`config.mk`:
```
export PLATFORM = sky130hd
export DESIGN_NAME = wma_core
export DESIGN_NICKNAME = d
export VERILOG_FILES = /design/src/logic/wma_pkg.sv /design/src/logic/wma_core.sv /design/src/logic/wma_cycle_count.sv
export SDC_FILE = /design/constraint.sdc
export NUM_CORES = 1
export LEC_CHECK = 0
export BUFFER_PORTS_ARGS = -buffer_cell sky130_fd_sc_hd__buf_4
export CORE_ASPECT_RATIO = 2
export CORE_MARGIN = 2
export CORE_UTILIZATION = 45
export CTS_CLUSTER_DIAMETER = 60
export CTS_CLUSTER_SIZE = 10
export DETAILED_ROUTE_END_ITERATION = 8
export GPL_ROUTABILITY_DRIVEN = 0
export PLACE_DENSITY = 0.73
export SLEW_MARGIN = 20
export SYNTH_ARGS = -nofsm -noshare
export SYNTH_HDL_FRONTEND = slang
export SYNTH_SLANG_ARGS = --single-unit
```
`constraint.sdc`:
```
create_clock -name clk -period 2.81 [get_ports clk]
set_input_delay 0.1405 -clock clk [delete_from_list [all_inputs] [get_ports clk]]
set_output_delay 0.1405 -clock clk [all_outputs]
set_load 0.01 [all_outputs]
```
`src/logic/wma_pkg.sv`:
```
// package for the word-move and byte-arithmetic execution datapath.
// assumes one core clock; cycle counts are in core clocks.
package wma_pkg;
	typedef enum logic [3:0] {
		WMA_OP_ADD,
		WMA_OP_ADD_WITH_CARRY_OP,
		WMA_OP_SUB,
		WMA_OP_SUBTRACT_WITH_BORROW_OP,
		WMA_OP_AND,
		WMA_OP_WORD_MOVE_OP_RP_AX,
		WMA_OP_WORD_MOVE_OP_AX_RP,
		WMA_OP_WORD_SWAP_OP,
		WMA_OP_WORD_MOVE_OP_AX_MEM,
		WMA_OP_WORD_MOVE_OP_MEM_AX
	} wma_op_t;
	typedef enum logic [2:0] {
		WMA_AM_IMM,
		WMA_AM_REG,
		WMA_AM_SADDR,
		WMA_AM_ABS,
		WMA_AM_HL,
		WMA_AM_HL_BYTE,
		WMA_AM_HL_B,
		WMA_AM_HL_C
	} wma_amode_t;
	localparam logic [1:0] WMA_RP_AX = 2'h0;
	localparam logic [1:0] WMA_RP_BC = 2'h1;
	localparam logic [1:0] WMA_RP_DE = 2'h2;
	localparam logic [1:0] WMA_RP_HL = 2'h3;
	localparam logic [15:0] WMA_SADDR_LO = 16'hFE20;
	localparam logic [15:0] WMA_SADDR_HI = 16'hFF1F;
	localparam logic [5:0] WMA_CYC_RP = 6'h04;
	localparam logic [5:0] WMA_CYC_IMM = 6'h04;
	localparam logic [5:0] WMA_CYC_SADDR_FAST = 6'h04;
	localparam logic [5:0] WMA_CYC_SADDR_SLOW = 6'h05;
	localparam logic [5:0] WMA_CYC_SADDR_IMM_FAST = 6'h06;
	localparam logic [5:0] WMA_CYC_SADDR_IMM_SLOW = 6'h08;
	localparam logic [5:0] WMA_CYC_HL_FAST = 6'h04;
	localparam logic [5:0] WMA_CYC_HL_SLOW = 6'h05;
	localparam logic [5:0] WMA_CYC_IDX_FAST = 6'h08;
	localparam logic [5:0] WMA_CYC_IDX_SLOW = 6'h09;
	localparam logic [5:0] WMA_CYC_WORD_FAST = 6'h0A;
	localparam logic [5:0] WMA_CYC_WORD_SLOW = 6'h0C;
	localparam logic [7:0] WMA_RESET_BYTE = 8'h00;
	localparam logic [15:0] WMA_RESET_WORD = 16'h0000;
endpackage

```
`src/logic/wma_core.sv`:
```
// execution datapath for word moves/exchange and byte add/sub/and.
// assumes the sequencer presents one instruction on start with its
// memory operand already fetched; results and flags update on the clock after start, before done.
// How it works
// - every cycle count is in periods of the selected core clock.
// - internal RAM or no data access uses the shorter count, immediate add 4.
// - operand outside internal RAM uses the longer count, short direct 5.
// - each external read wait adds one clock per byte read, 9 plus n.
// - external word store takes 12 plus twice the write waits.
// - external word load takes 12 plus twice the read waits.
// - word move and exchange take only BC, DE, HL; 4 clocks, 1 byte.
// - immediate add to short direct byte writes back sum and flags, 6 or 8.
// - add with carry adds operand and carry, updates zero, half carry, carry.
// - subtract leaves borrow in carry; the HL plus byte form uses pointer plus displacement.
// - subtract with borrow removes operand and carry, writes all three flags.
// - AND stores bitwise product, updates only zero.
// - register-indexed operands use pointer plus index, 2 bytes, 8 clocks.
// - counts assume execution from internal program ROM.
// - unaffected flags keep their value; crossed flags follow the result.
// - short direct reaches FE20 to FF1F only; pair form needs even address.
`timescale 1ns/1ps
module wma_core (
	input wire logic clk,
	input wire logic rst_n,
	input wire logic start,
	input wire wma_pkg::wma_op_t op,
	input wire wma_pkg::wma_amode_t amode,
	input wire logic [1:0] rp_sel,
	input wire logic [7:0] operand,
	input wire logic [7:0] dest_in,
	input wire logic dest_is_acc,
	input wire logic [15:0] mem_word,
	input wire logic [15:0] saddr,
	input wire logic [7:0] disp,
	input wire logic [7:0] idx_b,
	input wire logic [7:0] idx_c,
	input wire logic ext_area,
	input wire logic [3:0] read_waits,
	input wire logic [3:0] write_waits,
	output logic busy,
	output logic done,
	output logic illegal,
	output logic [7:0] result,
	output logic [15:0] word_accumulator,
	output logic [15:0] general_pair_one,
	output logic [15:0] general_pair_two,
	output logic [15:0] pointer_pair,
	output logic [15:0] eff_addr,
	output logic [15:0] store_word,
	output logic carry_flag,
	output logic half_carry_flag,
	output logic zero_flag,
	output logic [5:0] cycles_used
);
	import wma_pkg::*;
	typedef enum logic [1:0] {WMA_IDLE, WMA_RUN, WMA_DONE} wma_state_t;
	wma_state_t state_reg;
	logic [5:0] len;
	logic [5:0] base_len;
	logic [5:0] cnt_reg;
	logic [8:0] sum9;
	logic [4:0] low5;
	logic [7:0] res8;
	logic cin;
	logic is_arith;
	logic is_and;
	logic pair_ok;
	logic addr_ok;
	logic bad;
	logic [15:0] rp_val;
	logic [15:0] ea_next;

	wma_cycle_count u_len (
		.op(op),
		.amode(amode),
		.ext_area(ext_area),
		.read_waits(read_waits),
		.write_waits(write_waits),
		.cycles(base_len)
	);

	// immediate into a short direct byte: read, modify and write back costs more
	always_comb begin
		len = base_len;
		if (amode == WMA_AM_SADDR && !dest_is_acc && (is_arith || is_and))
			len = ext_area ? WMA_CYC_SADDR_IMM_SLOW : WMA_CYC_SADDR_IMM_FAST;
	end

	assign is_and = (op == WMA_OP_AND);
	assign is_arith = (op inside {WMA_OP_ADD, WMA_OP_ADD_WITH_CARRY_OP, WMA_OP_SUB, WMA_OP_SUBTRACT_WITH_BORROW_OP});
	// carry in only for the chained forms
	assign cin = (op == WMA_OP_ADD_WITH_CARRY_OP || op == WMA_OP_SUBTRACT_WITH_BORROW_OP) ? carry_flag : 1'b0;
	always_comb begin
		sum9 = 9'h000;
		low5 = 5'h00;
		unique case (op)
			WMA_OP_ADD, WMA_OP_ADD_WITH_CARRY_OP: begin
				sum9 = {1'b0, dest_in} + {1'b0, operand} + {8'h00, cin};
				low5 = {1'b0, dest_in[3:0]} + {1'b0, operand[3:0]} + {4'h0, cin};
			end
			WMA_OP_SUB, WMA_OP_SUBTRACT_WITH_BORROW_OP: begin
				// bit 8 of the difference is the borrow
				sum9 = {1'b0, dest_in} - {1'b0, operand} - {8'h00, cin};
				low5 = {1'b0, dest_in[3:0]} - {1'b0, operand[3:0]} - {4'h0, cin};
			end
			default: begin
				sum9 = {1'b0, dest_in & operand};
				low5 = 5'h00;
			end
		endcase
	end
	assign res8 = sum9[7:0];

	always_comb begin
		unique case (rp_sel)
			WMA_RP_BC: rp_val = general_pair_one;
			WMA_RP_DE: rp_val = general_pair_two;
			WMA_RP_HL: rp_val = pointer_pair;
			default: rp_val = word_accumulator;
		endcase
	end
	// AX itself is not a legal partner for the word moves
	assign pair_ok = (rp_sel != WMA_RP_AX);
	assign addr_ok = (saddr >= WMA_SADDR_LO) && (saddr <= WMA_SADDR_HI);
	always_comb begin
		bad = 1'b0;
		if (op inside {WMA_OP_WORD_MOVE_OP_RP_AX, WMA_OP_WORD_MOVE_OP_AX_RP, WMA_OP_WORD_SWAP_OP})
			bad = !pair_ok;
		else if (amode == WMA_AM_SADDR && !(op inside {WMA_OP_WORD_MOVE_OP_AX_MEM, WMA_OP_WORD_MOVE_OP_MEM_AX}))
			bad = !addr_ok;
		else if (op inside {WMA_OP_WORD_MOVE_OP_AX_MEM, WMA_OP_WORD_MOVE_OP_MEM_AX})
			bad = saddr[0] || (amode == WMA_AM_SADDR && !addr_ok);
	end
	always_comb begin
		unique case (amode)
			WMA_AM_HL_BYTE: ea_next = pointer_pair + {8'h00, disp};
			WMA_AM_HL_B: ea_next = pointer_pair + {8'h00, idx_b};
			WMA_AM_HL_C: ea_next = pointer_pair + {8'h00, idx_c};
			WMA_AM_HL: ea_next = pointer_pair;
			default: ea_next = saddr;
		endcase
	end

	// sequencer: count clocks of the selected core clock
	always_ff @(posedge clk or negedge rst_n) begin
		if (!rst_n) begin
			state_reg <= WMA_IDLE;
			cnt_reg <= 6'h00;
		end else begin
			unique case (state_reg)
				WMA_IDLE: if (start) begin
					state_reg <= bad ? WMA_DONE : WMA_RUN;
					cnt_reg <= bad ? 6'h01 : len - 6'h01;
				end
				WMA_RUN: if (cnt_reg == 6'h01) state_reg <= WMA_DONE;
					else cnt_reg <= cnt_reg - 6'h01;
				WMA_DONE: state_reg <= WMA_IDLE;
			endcase
		end
	end

	// flags latched at start, visible from the next clock, before done
	always_ff @(posedge clk or negedge rst_n) begin
		if (!rst_n) begin
			carry_flag <= 1'b0;
			half_carry_flag <= 1'b0;
			zero_flag <= 1'b0;
			result <= WMA_RESET_BYTE;
			illegal <= 1'b0;
		end else if (state_reg == WMA_IDLE && start) begin
			illegal <= bad;
			if (!bad && (is_arith || is_and)) begin
				result <= res8;
				zero_flag <= (res8 == 8'h00);
				if (is_arith) begin
					carry_flag <= sum9[8];
					half_carry_flag <= low5[4];
				end // AND leaves carry and half carry
			end
		end
	end

	// register pairs; the accumulator low byte takes byte results
	always_ff @(posedge clk or negedge rst_n) begin
		if (!rst_n) begin
			word_accumulator <= WMA_RESET_WORD;
			general_pair_one <= WMA_RESET_WORD;
			general_pair_two <= WMA_RESET_WORD;
			pointer_pair <= WMA_RESET_WORD;
			store_word <= WMA_RESET_WORD;
			eff_addr <= WMA_RESET_WORD;
		end else if (state_reg == WMA_IDLE && start && !bad) begin
			eff_addr <= ea_next;
			unique case (op)
				WMA_OP_WORD_MOVE_OP_AX_RP: word_accumulator <= rp_val;
				WMA_OP_WORD_MOVE_OP_AX_MEM: word_accumulator <= mem_word;
				WMA_OP_WORD_MOVE_OP_MEM_AX: store_word <= word_accumulator;
				WMA_OP_WORD_MOVE_OP_RP_AX, WMA_OP_WORD_SWAP_OP: begin
					if (op == WMA_OP_WORD_SWAP_OP) word_accumulator <= rp_val;
					unique case (rp_sel)
						WMA_RP_BC: general_pair_one <= word_accumulator;
						WMA_RP_DE: general_pair_two <= word_accumulator;
						default: pointer_pair <= word_accumulator;
					endcase
				end
				default: if (dest_is_acc) word_accumulator[7:0] <= res8;
			endcase
		end
	end

	always_ff @(posedge clk or negedge rst_n) begin
		if (!rst_n) begin
			busy <= 1'b0;
			done <= 1'b0;
			cycles_used <= 6'h00;
		end else begin
			busy <= (state_reg == WMA_IDLE) ? start : (state_reg == WMA_RUN && cnt_reg != 6'h01);
			done <= (state_reg == WMA_RUN && cnt_reg == 6'h01);
			if (state_reg == WMA_IDLE && start) cycles_used <= bad ? 6'h01 : len;
		end
	end

	a_and_flags: assert property (@(posedge clk) disable iff (!rst_n)
		(state_reg == WMA_IDLE && start && is_and && !bad) |=>
		(carry_flag == $past(carry_flag) && half_carry_flag == $past(half_carry_flag)))
		else $error("and changed carry flags");
	a_zero_flag: assert property (@(posedge clk) disable iff (!rst_n)
		(state_reg == WMA_IDLE && start && (is_arith || is_and) && !bad) |=>
		(zero_flag == (result == 8'h00)))
		else $error("zero flag mismatch");
	a_pair_reject: assert property (@(posedge clk) disable iff (!rst_n)
		(state_reg == WMA_IDLE && start && rp_sel == WMA_RP_AX &&
		(op inside {WMA_OP_WORD_MOVE_OP_RP_AX, WMA_OP_WORD_MOVE_OP_AX_RP, WMA_OP_WORD_SWAP_OP})) |=> illegal)
		else $error("ax accepted as partner");
	a_saddr_window: assert property (@(posedge clk) disable iff (!rst_n)
		(state_reg == WMA_IDLE && start && amode == WMA_AM_SADDR && !addr_ok) |=> illegal)
		else $error("short direct outside window");
	a_rp_length: assert property (@(posedge clk) disable iff (!rst_n)
		(state_reg == WMA_IDLE && start && op == WMA_OP_WORD_MOVE_OP_AX_RP && pair_ok) |=> ##3 done)
		else $error("word move not 4 clocks");
	a_word_load: assert property (@(posedge clk) disable iff (!rst_n)
		(state_reg == WMA_IDLE && start && op == WMA_OP_WORD_MOVE_OP_AX_MEM && ext_area && !bad) |=>
		(cycles_used == 6'h0C + {read_waits, 1'b0}))
		else $error("word load count wrong");
	a_word_store: assert property (@(posedge clk) disable iff (!rst_n)
		(state_reg == WMA_IDLE && start && op == WMA_OP_WORD_MOVE_OP_MEM_AX && ext_area && !bad) |=>
		(cycles_used == 6'h0C + {write_waits, 1'b0}))
		else $error("word store count wrong");
	a_imm_add: assert property (@(posedge clk) disable iff (!rst_n)
		(state_reg == WMA_IDLE && start && op == WMA_OP_ADD && amode == WMA_AM_IMM) |=> ##3 done)
		else $error("immediate add not 4 clocks");
	a_idx_len: assert property (@(posedge clk) disable iff (!rst_n)
		(state_reg == WMA_IDLE && start && amode == WMA_AM_HL_B && is_arith) |=>
		(cycles_used == ($past(ext_area) ? 6'h09 + {2'h0, $past(read_waits)} : 6'h08)))
		else $error("indexed count wrong");
endmodule

```
`src/logic/wma_cycle_count.sv`:
```
// instruction length calculator: base count by operand form, plus waits.
// assumes waits are already resolved by the memory side for this access.
`timescale 1ns/1ps
module wma_cycle_count (
	input wire wma_pkg::wma_op_t op,
	input wire wma_pkg::wma_amode_t amode,
	input wire logic ext_area,
	input wire logic [3:0] read_waits,
	input wire logic [3:0] write_waits,
	output logic [5:0] cycles
);
	import wma_pkg::*;
	logic [5:0] rw;
	logic [5:0] ww;
	assign rw = {2'h0, read_waits};
	assign ww = {2'h0, write_waits};
	always_comb begin
		cycles = WMA_CYC_IMM;
		unique case (op)
			WMA_OP_WORD_MOVE_OP_RP_AX, WMA_OP_WORD_MOVE_OP_AX_RP, WMA_OP_WORD_SWAP_OP: begin
				cycles = WMA_CYC_RP;
			end
			WMA_OP_WORD_MOVE_OP_AX_MEM: begin
				// two bytes read, each waits
				cycles = ext_area ? WMA_CYC_WORD_SLOW + (rw << 1) : WMA_CYC_WORD_FAST;
			end
			WMA_OP_WORD_MOVE_OP_MEM_AX: begin
				cycles = ext_area ? WMA_CYC_WORD_SLOW + (ww << 1) : WMA_CYC_WORD_FAST;
			end
			default: begin
				unique case (amode)
					WMA_AM_IMM, WMA_AM_REG: cycles = WMA_CYC_IMM;
					WMA_AM_SADDR: begin
						cycles = ext_area ? WMA_CYC_SADDR_SLOW : WMA_CYC_SADDR_FAST;
					end
					WMA_AM_HL: begin
						cycles = ext_area ? WMA_CYC_HL_SLOW + rw : WMA_CYC_HL_FAST;
					end
					WMA_AM_ABS, WMA_AM_HL_BYTE, WMA_AM_HL_B, WMA_AM_HL_C: begin
						cycles = ext_area ? WMA_CYC_IDX_SLOW + rw : WMA_CYC_IDX_FAST;
					end
				endcase
			end
		endcase
	end
endmodule

```
==> flow_summary_export.csv <==
group,metric,value,unit
detailed_routing,first_pass_iters,5,
yosys,muxShareOfSynthArea,0.123,
power_and_ir_drop,power_density,804,nW/um^2
power_and_ir_drop,p_comb_frac,0.395,
clock_tree,cts_buffers,17,
yosys,synth_ff_type,"dfrtp_1",
clock_tree,cts_tree,"yes",
power_and_ir_drop,p_sw_frac,0.369,
power_and_ir_drop,clkPwrFrac,0.269,
cells_and_area,layout.nets,1228,
power_and_ir_drop,intPower,5440,uW
worst_setup_path,critPathRequiredTime,3.16,ns
detailed_routing,wl,25.7,mm
yosys,yosysUniqueCellTypes,72,
yosys,synth_simple_gate_area_frac,0.157,
worst_setup_path,cp_common_cell,"fa_2",
sta,rsz0062_at_grt,"true",
global_routing,antenna_found_initial,0,
place,dpl.cell_count,1269,
worst_setup_path,cp_data_arrival_time,3.17,ns
cells_and_area,finalNonFillerCells,1308,
die,io_pins,210,
die,die_area,18800,sq um
cells_and_area,final_cell_area,10700,sq um
sta,setup_slack,-0.00357,ns
sta,tightest_slew,0.798,ns
place,port_buffers,209,
sta,fin_crit_sh,1.00,
power_and_ir_drop,power.leakage,0.00529,uW
yosys,seq_area_frac_synth,0.390,
detailed_routing,drc,0,
status,violations,"negative setup slack",
clock_tree,cts_root_buffer,"clkbuf_16",
detailed_routing,vias,7550,
clock_tree,clock_insertion_delay_worst_skew,0.42,ns
cells_and_area,register_area,3100,sq um
die,start_util,0.461,
cells_and_area,drive_above_1_share,0.338,
worst_setup_path,slowest_delay,0.55,ns
cells_and_area,n_antenna_cell,0,
sta,skew,0.0105,ns
worst_hold_path,hold_class,"input port to flop",
yosys,synth-edff-count,0,
yosys,synth.avg_cell_area,9.40,sq um
die,core,17300,sq um
power_and_ir_drop,p_seq_frac,0.336,
sta,max_freq,355,MHz
sta,slew_viol_final,0,
sta,tns,-0.00357,ns
status,status,"complete, but fails checks",
place,placed_area,9980,sq um
worst_setup_path,crit_slowest_cell,"or4b_4",
sta,slew_headroom,0.466,
yosys,synth_xor_area_frac,0.0253,
cells_and_area,syn2layout_area_growth,34.5,%
yosys,synth_fa_ha_area_frac,0.0830,
worst_setup_path,path_cells,"nand3_2, inv_1, fa_2, fa_2, a221oi_4, xnor2_1, o211ai_1, or4b_4, nor3_4, a32o_1",
yosys,yosys_warnings,0,
die,die_h,192,um
cells_and_area,fill_cells,1462,
cells_and_area,layout_commonest_cell,"buf_4",
yosys,synthesis.area,7960,sq um
worst_setup_path,cpLargestDelayFamily,"simple AND/OR/NAND/NOR gates",
detailed_routing,drt-initial-drc-count,381,
power_and_ir_drop,power_switching,3180,uW
sta,hold_violations,0,
global_routing,grt_pass1_vias,7828,
clock_tree,path_clk_slew,0.07,ns
detailed_routing,wire_per_inst,19.6,um
sta,fin_hold_ws,0.0150,ns
sta,setup_violations,1,
worst_setup_path,start_kind,"flop",
run,cap_violations,0,
clock_tree,clock_sinks,124,
yosys,async_reset_ff_frac,1.00,
clock_tree,cts_buffer_depth,2,
power_and_ir_drop,ir_worst_vdd,0.000522,V
worst_setup_path,path_buf_inv,1,
yosys,synth-seq-cells,124,
worst_setup_path,cp_max_fo,2,
yosys,synthCells,847,
detailed_routing,ant_nets,0,
detailed_routing,vias_per_cell,5.77,
place,dpl.hpwl,20.1,mm
global_routing,gr-total-overflow,0,
yosys,synth-compound-area-share,0.180,
yosys,syn_nets,990,
yosys,synth_top_family_by_area,"compound AO/OA/AOI/OAI gates",
sta,min_period,2.81,ns
global_routing,grt_max_degree,81,
cells_and_area,layout_common_cells,"buf_4 (254), dfrtp_1 (124), nand2_1 (90)",
place,dp_slack,-0.0691,ns
die,num_rows,68,
global_routing,grt_usage,0.276,
die,die_x,98.1,um
cells_and_area,multiInputGateArea,4600,sq um
global_routing,grt_pass1_wl,40.7,mm
clock_tree,htreeDepth,4,
worst_setup_path,cp-end-kind,"flop",
worst_setup_path,critical_path_class,"flop to flop",
-- cells by family after synthesis --
logic type / after synthesis
muxes: 82
adders and majority gates: 50
xor gates and xnor gates: 23
DFF: 124
and+or+nand+nor: 258
buffers and inverters: 78
AOI/OAI and AO/OA: 232
-- worst paths after layout --
path / depth (start not counted) / endpoint / start / slack, ns
min in group asynchronous: 2 / eff_addr[0]$_DFFE_PN0P_ / rst_n / 0.12
worst max register to register: 10 / zero_flag$_DFFE_PN0P_ / carry_flag$_DFFE_PN0P_ / -0.004
worst min register to register: 2 / eff_addr[2]$_DFFE_PN0P_ / eff_addr[2]$_DFFE_PN0P_ / 0.48
max in group asynchronous: 3 / general_pair_two[13]$_DFFE_PN0P_ / rst_n / 2.00
worst max-delay path: 10 / zero_flag$_DFFE_PN0P_ / carry_flag$_DFFE_PN0P_ / -0.004
worst min-delay path: 3 / eff_addr[4]$_DFFE_PN0P_ / saddr[4] / 0.02
-- worst register-to-register path: stages, from the launching register on --
cell,delay (ns)
dfrtp_1,0.39
nand3_2,0.10
inv_1,0.05
fa_2,0.35
fa_2,0.38
a221oi_4,0.29
xnor2_1,0.15
o211ai_1,0.12
or4b_4,0.55
nor3_4,0.20
a32o_1,0.18
-- through the flow --
stage               utilization  power, uW
finish                    0.620       8620
global route              0.620       9110
CTS                       0.618       8620
detailed placement        0.578       6270
global placement          0.578       6190
floorplan                     -       4590
-- final cells by class --
| cell class | count | share of cell area |
|---|---|---|
| clock inverter | 14 | 0.0171 |
| multi-input combinational | 645 | 0.429 |
| tap | 210 | 0.0245 |
| inverter | 37 | 0.0130 |
| clock buffer | 18 | 0.0410 |
| sequential | 124 | 0.290 |
| timing repair buffer | 260 | 0.185 |
-- cell usage after synthesis (3+ instances only) --
cell / count / area share
a211oi_1: 7 / 0.0066
a21o_1: 7 / 0.0066
a21oi_1: 50 / 0.031
a221oi_1: 7 / 0.0077
a22oi_1: 18 / 0.017
a31oi_1: 6 / 0.0047
and2_1: 7 / 0.0055
buf_2: 7 / 0.0044
buf_6: 4 / 0.0057
clkbuf_1: 27 / 0.013
dfrtp_1: 124 / 0.39
fa_1: 5 / 0.013
ha_1: 44 / 0.069
inv_1: 37 / 0.017
mux2_1: 8 / 0.011
mux2_2: 40 / 0.057
mux2_4: 20 / 0.038
mux2i_1: 14 / 0.018
nand2_1: 90 / 0.042
nand2b_1: 6 / 0.0047
nand3_1: 25 / 0.016
nand3b_1: 3 / 0.0028
nand4_1: 6 / 0.0047
nor2_1: 63 / 0.030
nor2b_1: 8 / 0.0063
nor3_1: 14 / 0.0088
nor3b_1: 7 / 0.0066
nor4_1: 6 / 0.0047
o211ai_1: 7 / 0.0066
o21a_1: 6 / 0.0057
o21ai_0: 85 / 0.053
o22ai_1: 3 / 0.0024
o31ai_1: 10 / 0.0094
or2_2: 3 / 0.0024
xnor2_1: 16 / 0.018
xor2_1: 7 / 0.0077
-- per-layer routing --
metal  share of wire  up-vias  track usage
met1            0.34     3611        0.277
met5               0        -            0
met3           0.054       84       0.0509
met2            0.55      311        0.523
met4           0.054        0        0.161
li1                -     3544            -
-- power by group through the flow --
stage                     clock network, uW  logic, uW  registers, uW
final                                  2320       3410           2890
after global routing                   2420       3720           2970
after CTS                              2340       3380           2890
after detailed placement                  0       3360           2910
after global placement                    0       3290           2900
after floorplan                           0       1610           2970
-- timing repair --
action | CTS | global route
setup endpoints to repair | 1 | 5
setup buffers | 0 | 3
pin swaps | 2 | 6
hold buffers | 4 | 0
resized for setup | 4 | 11
hold endpoints to repair | 127 | 0
(Power assumes the default switching activity.)
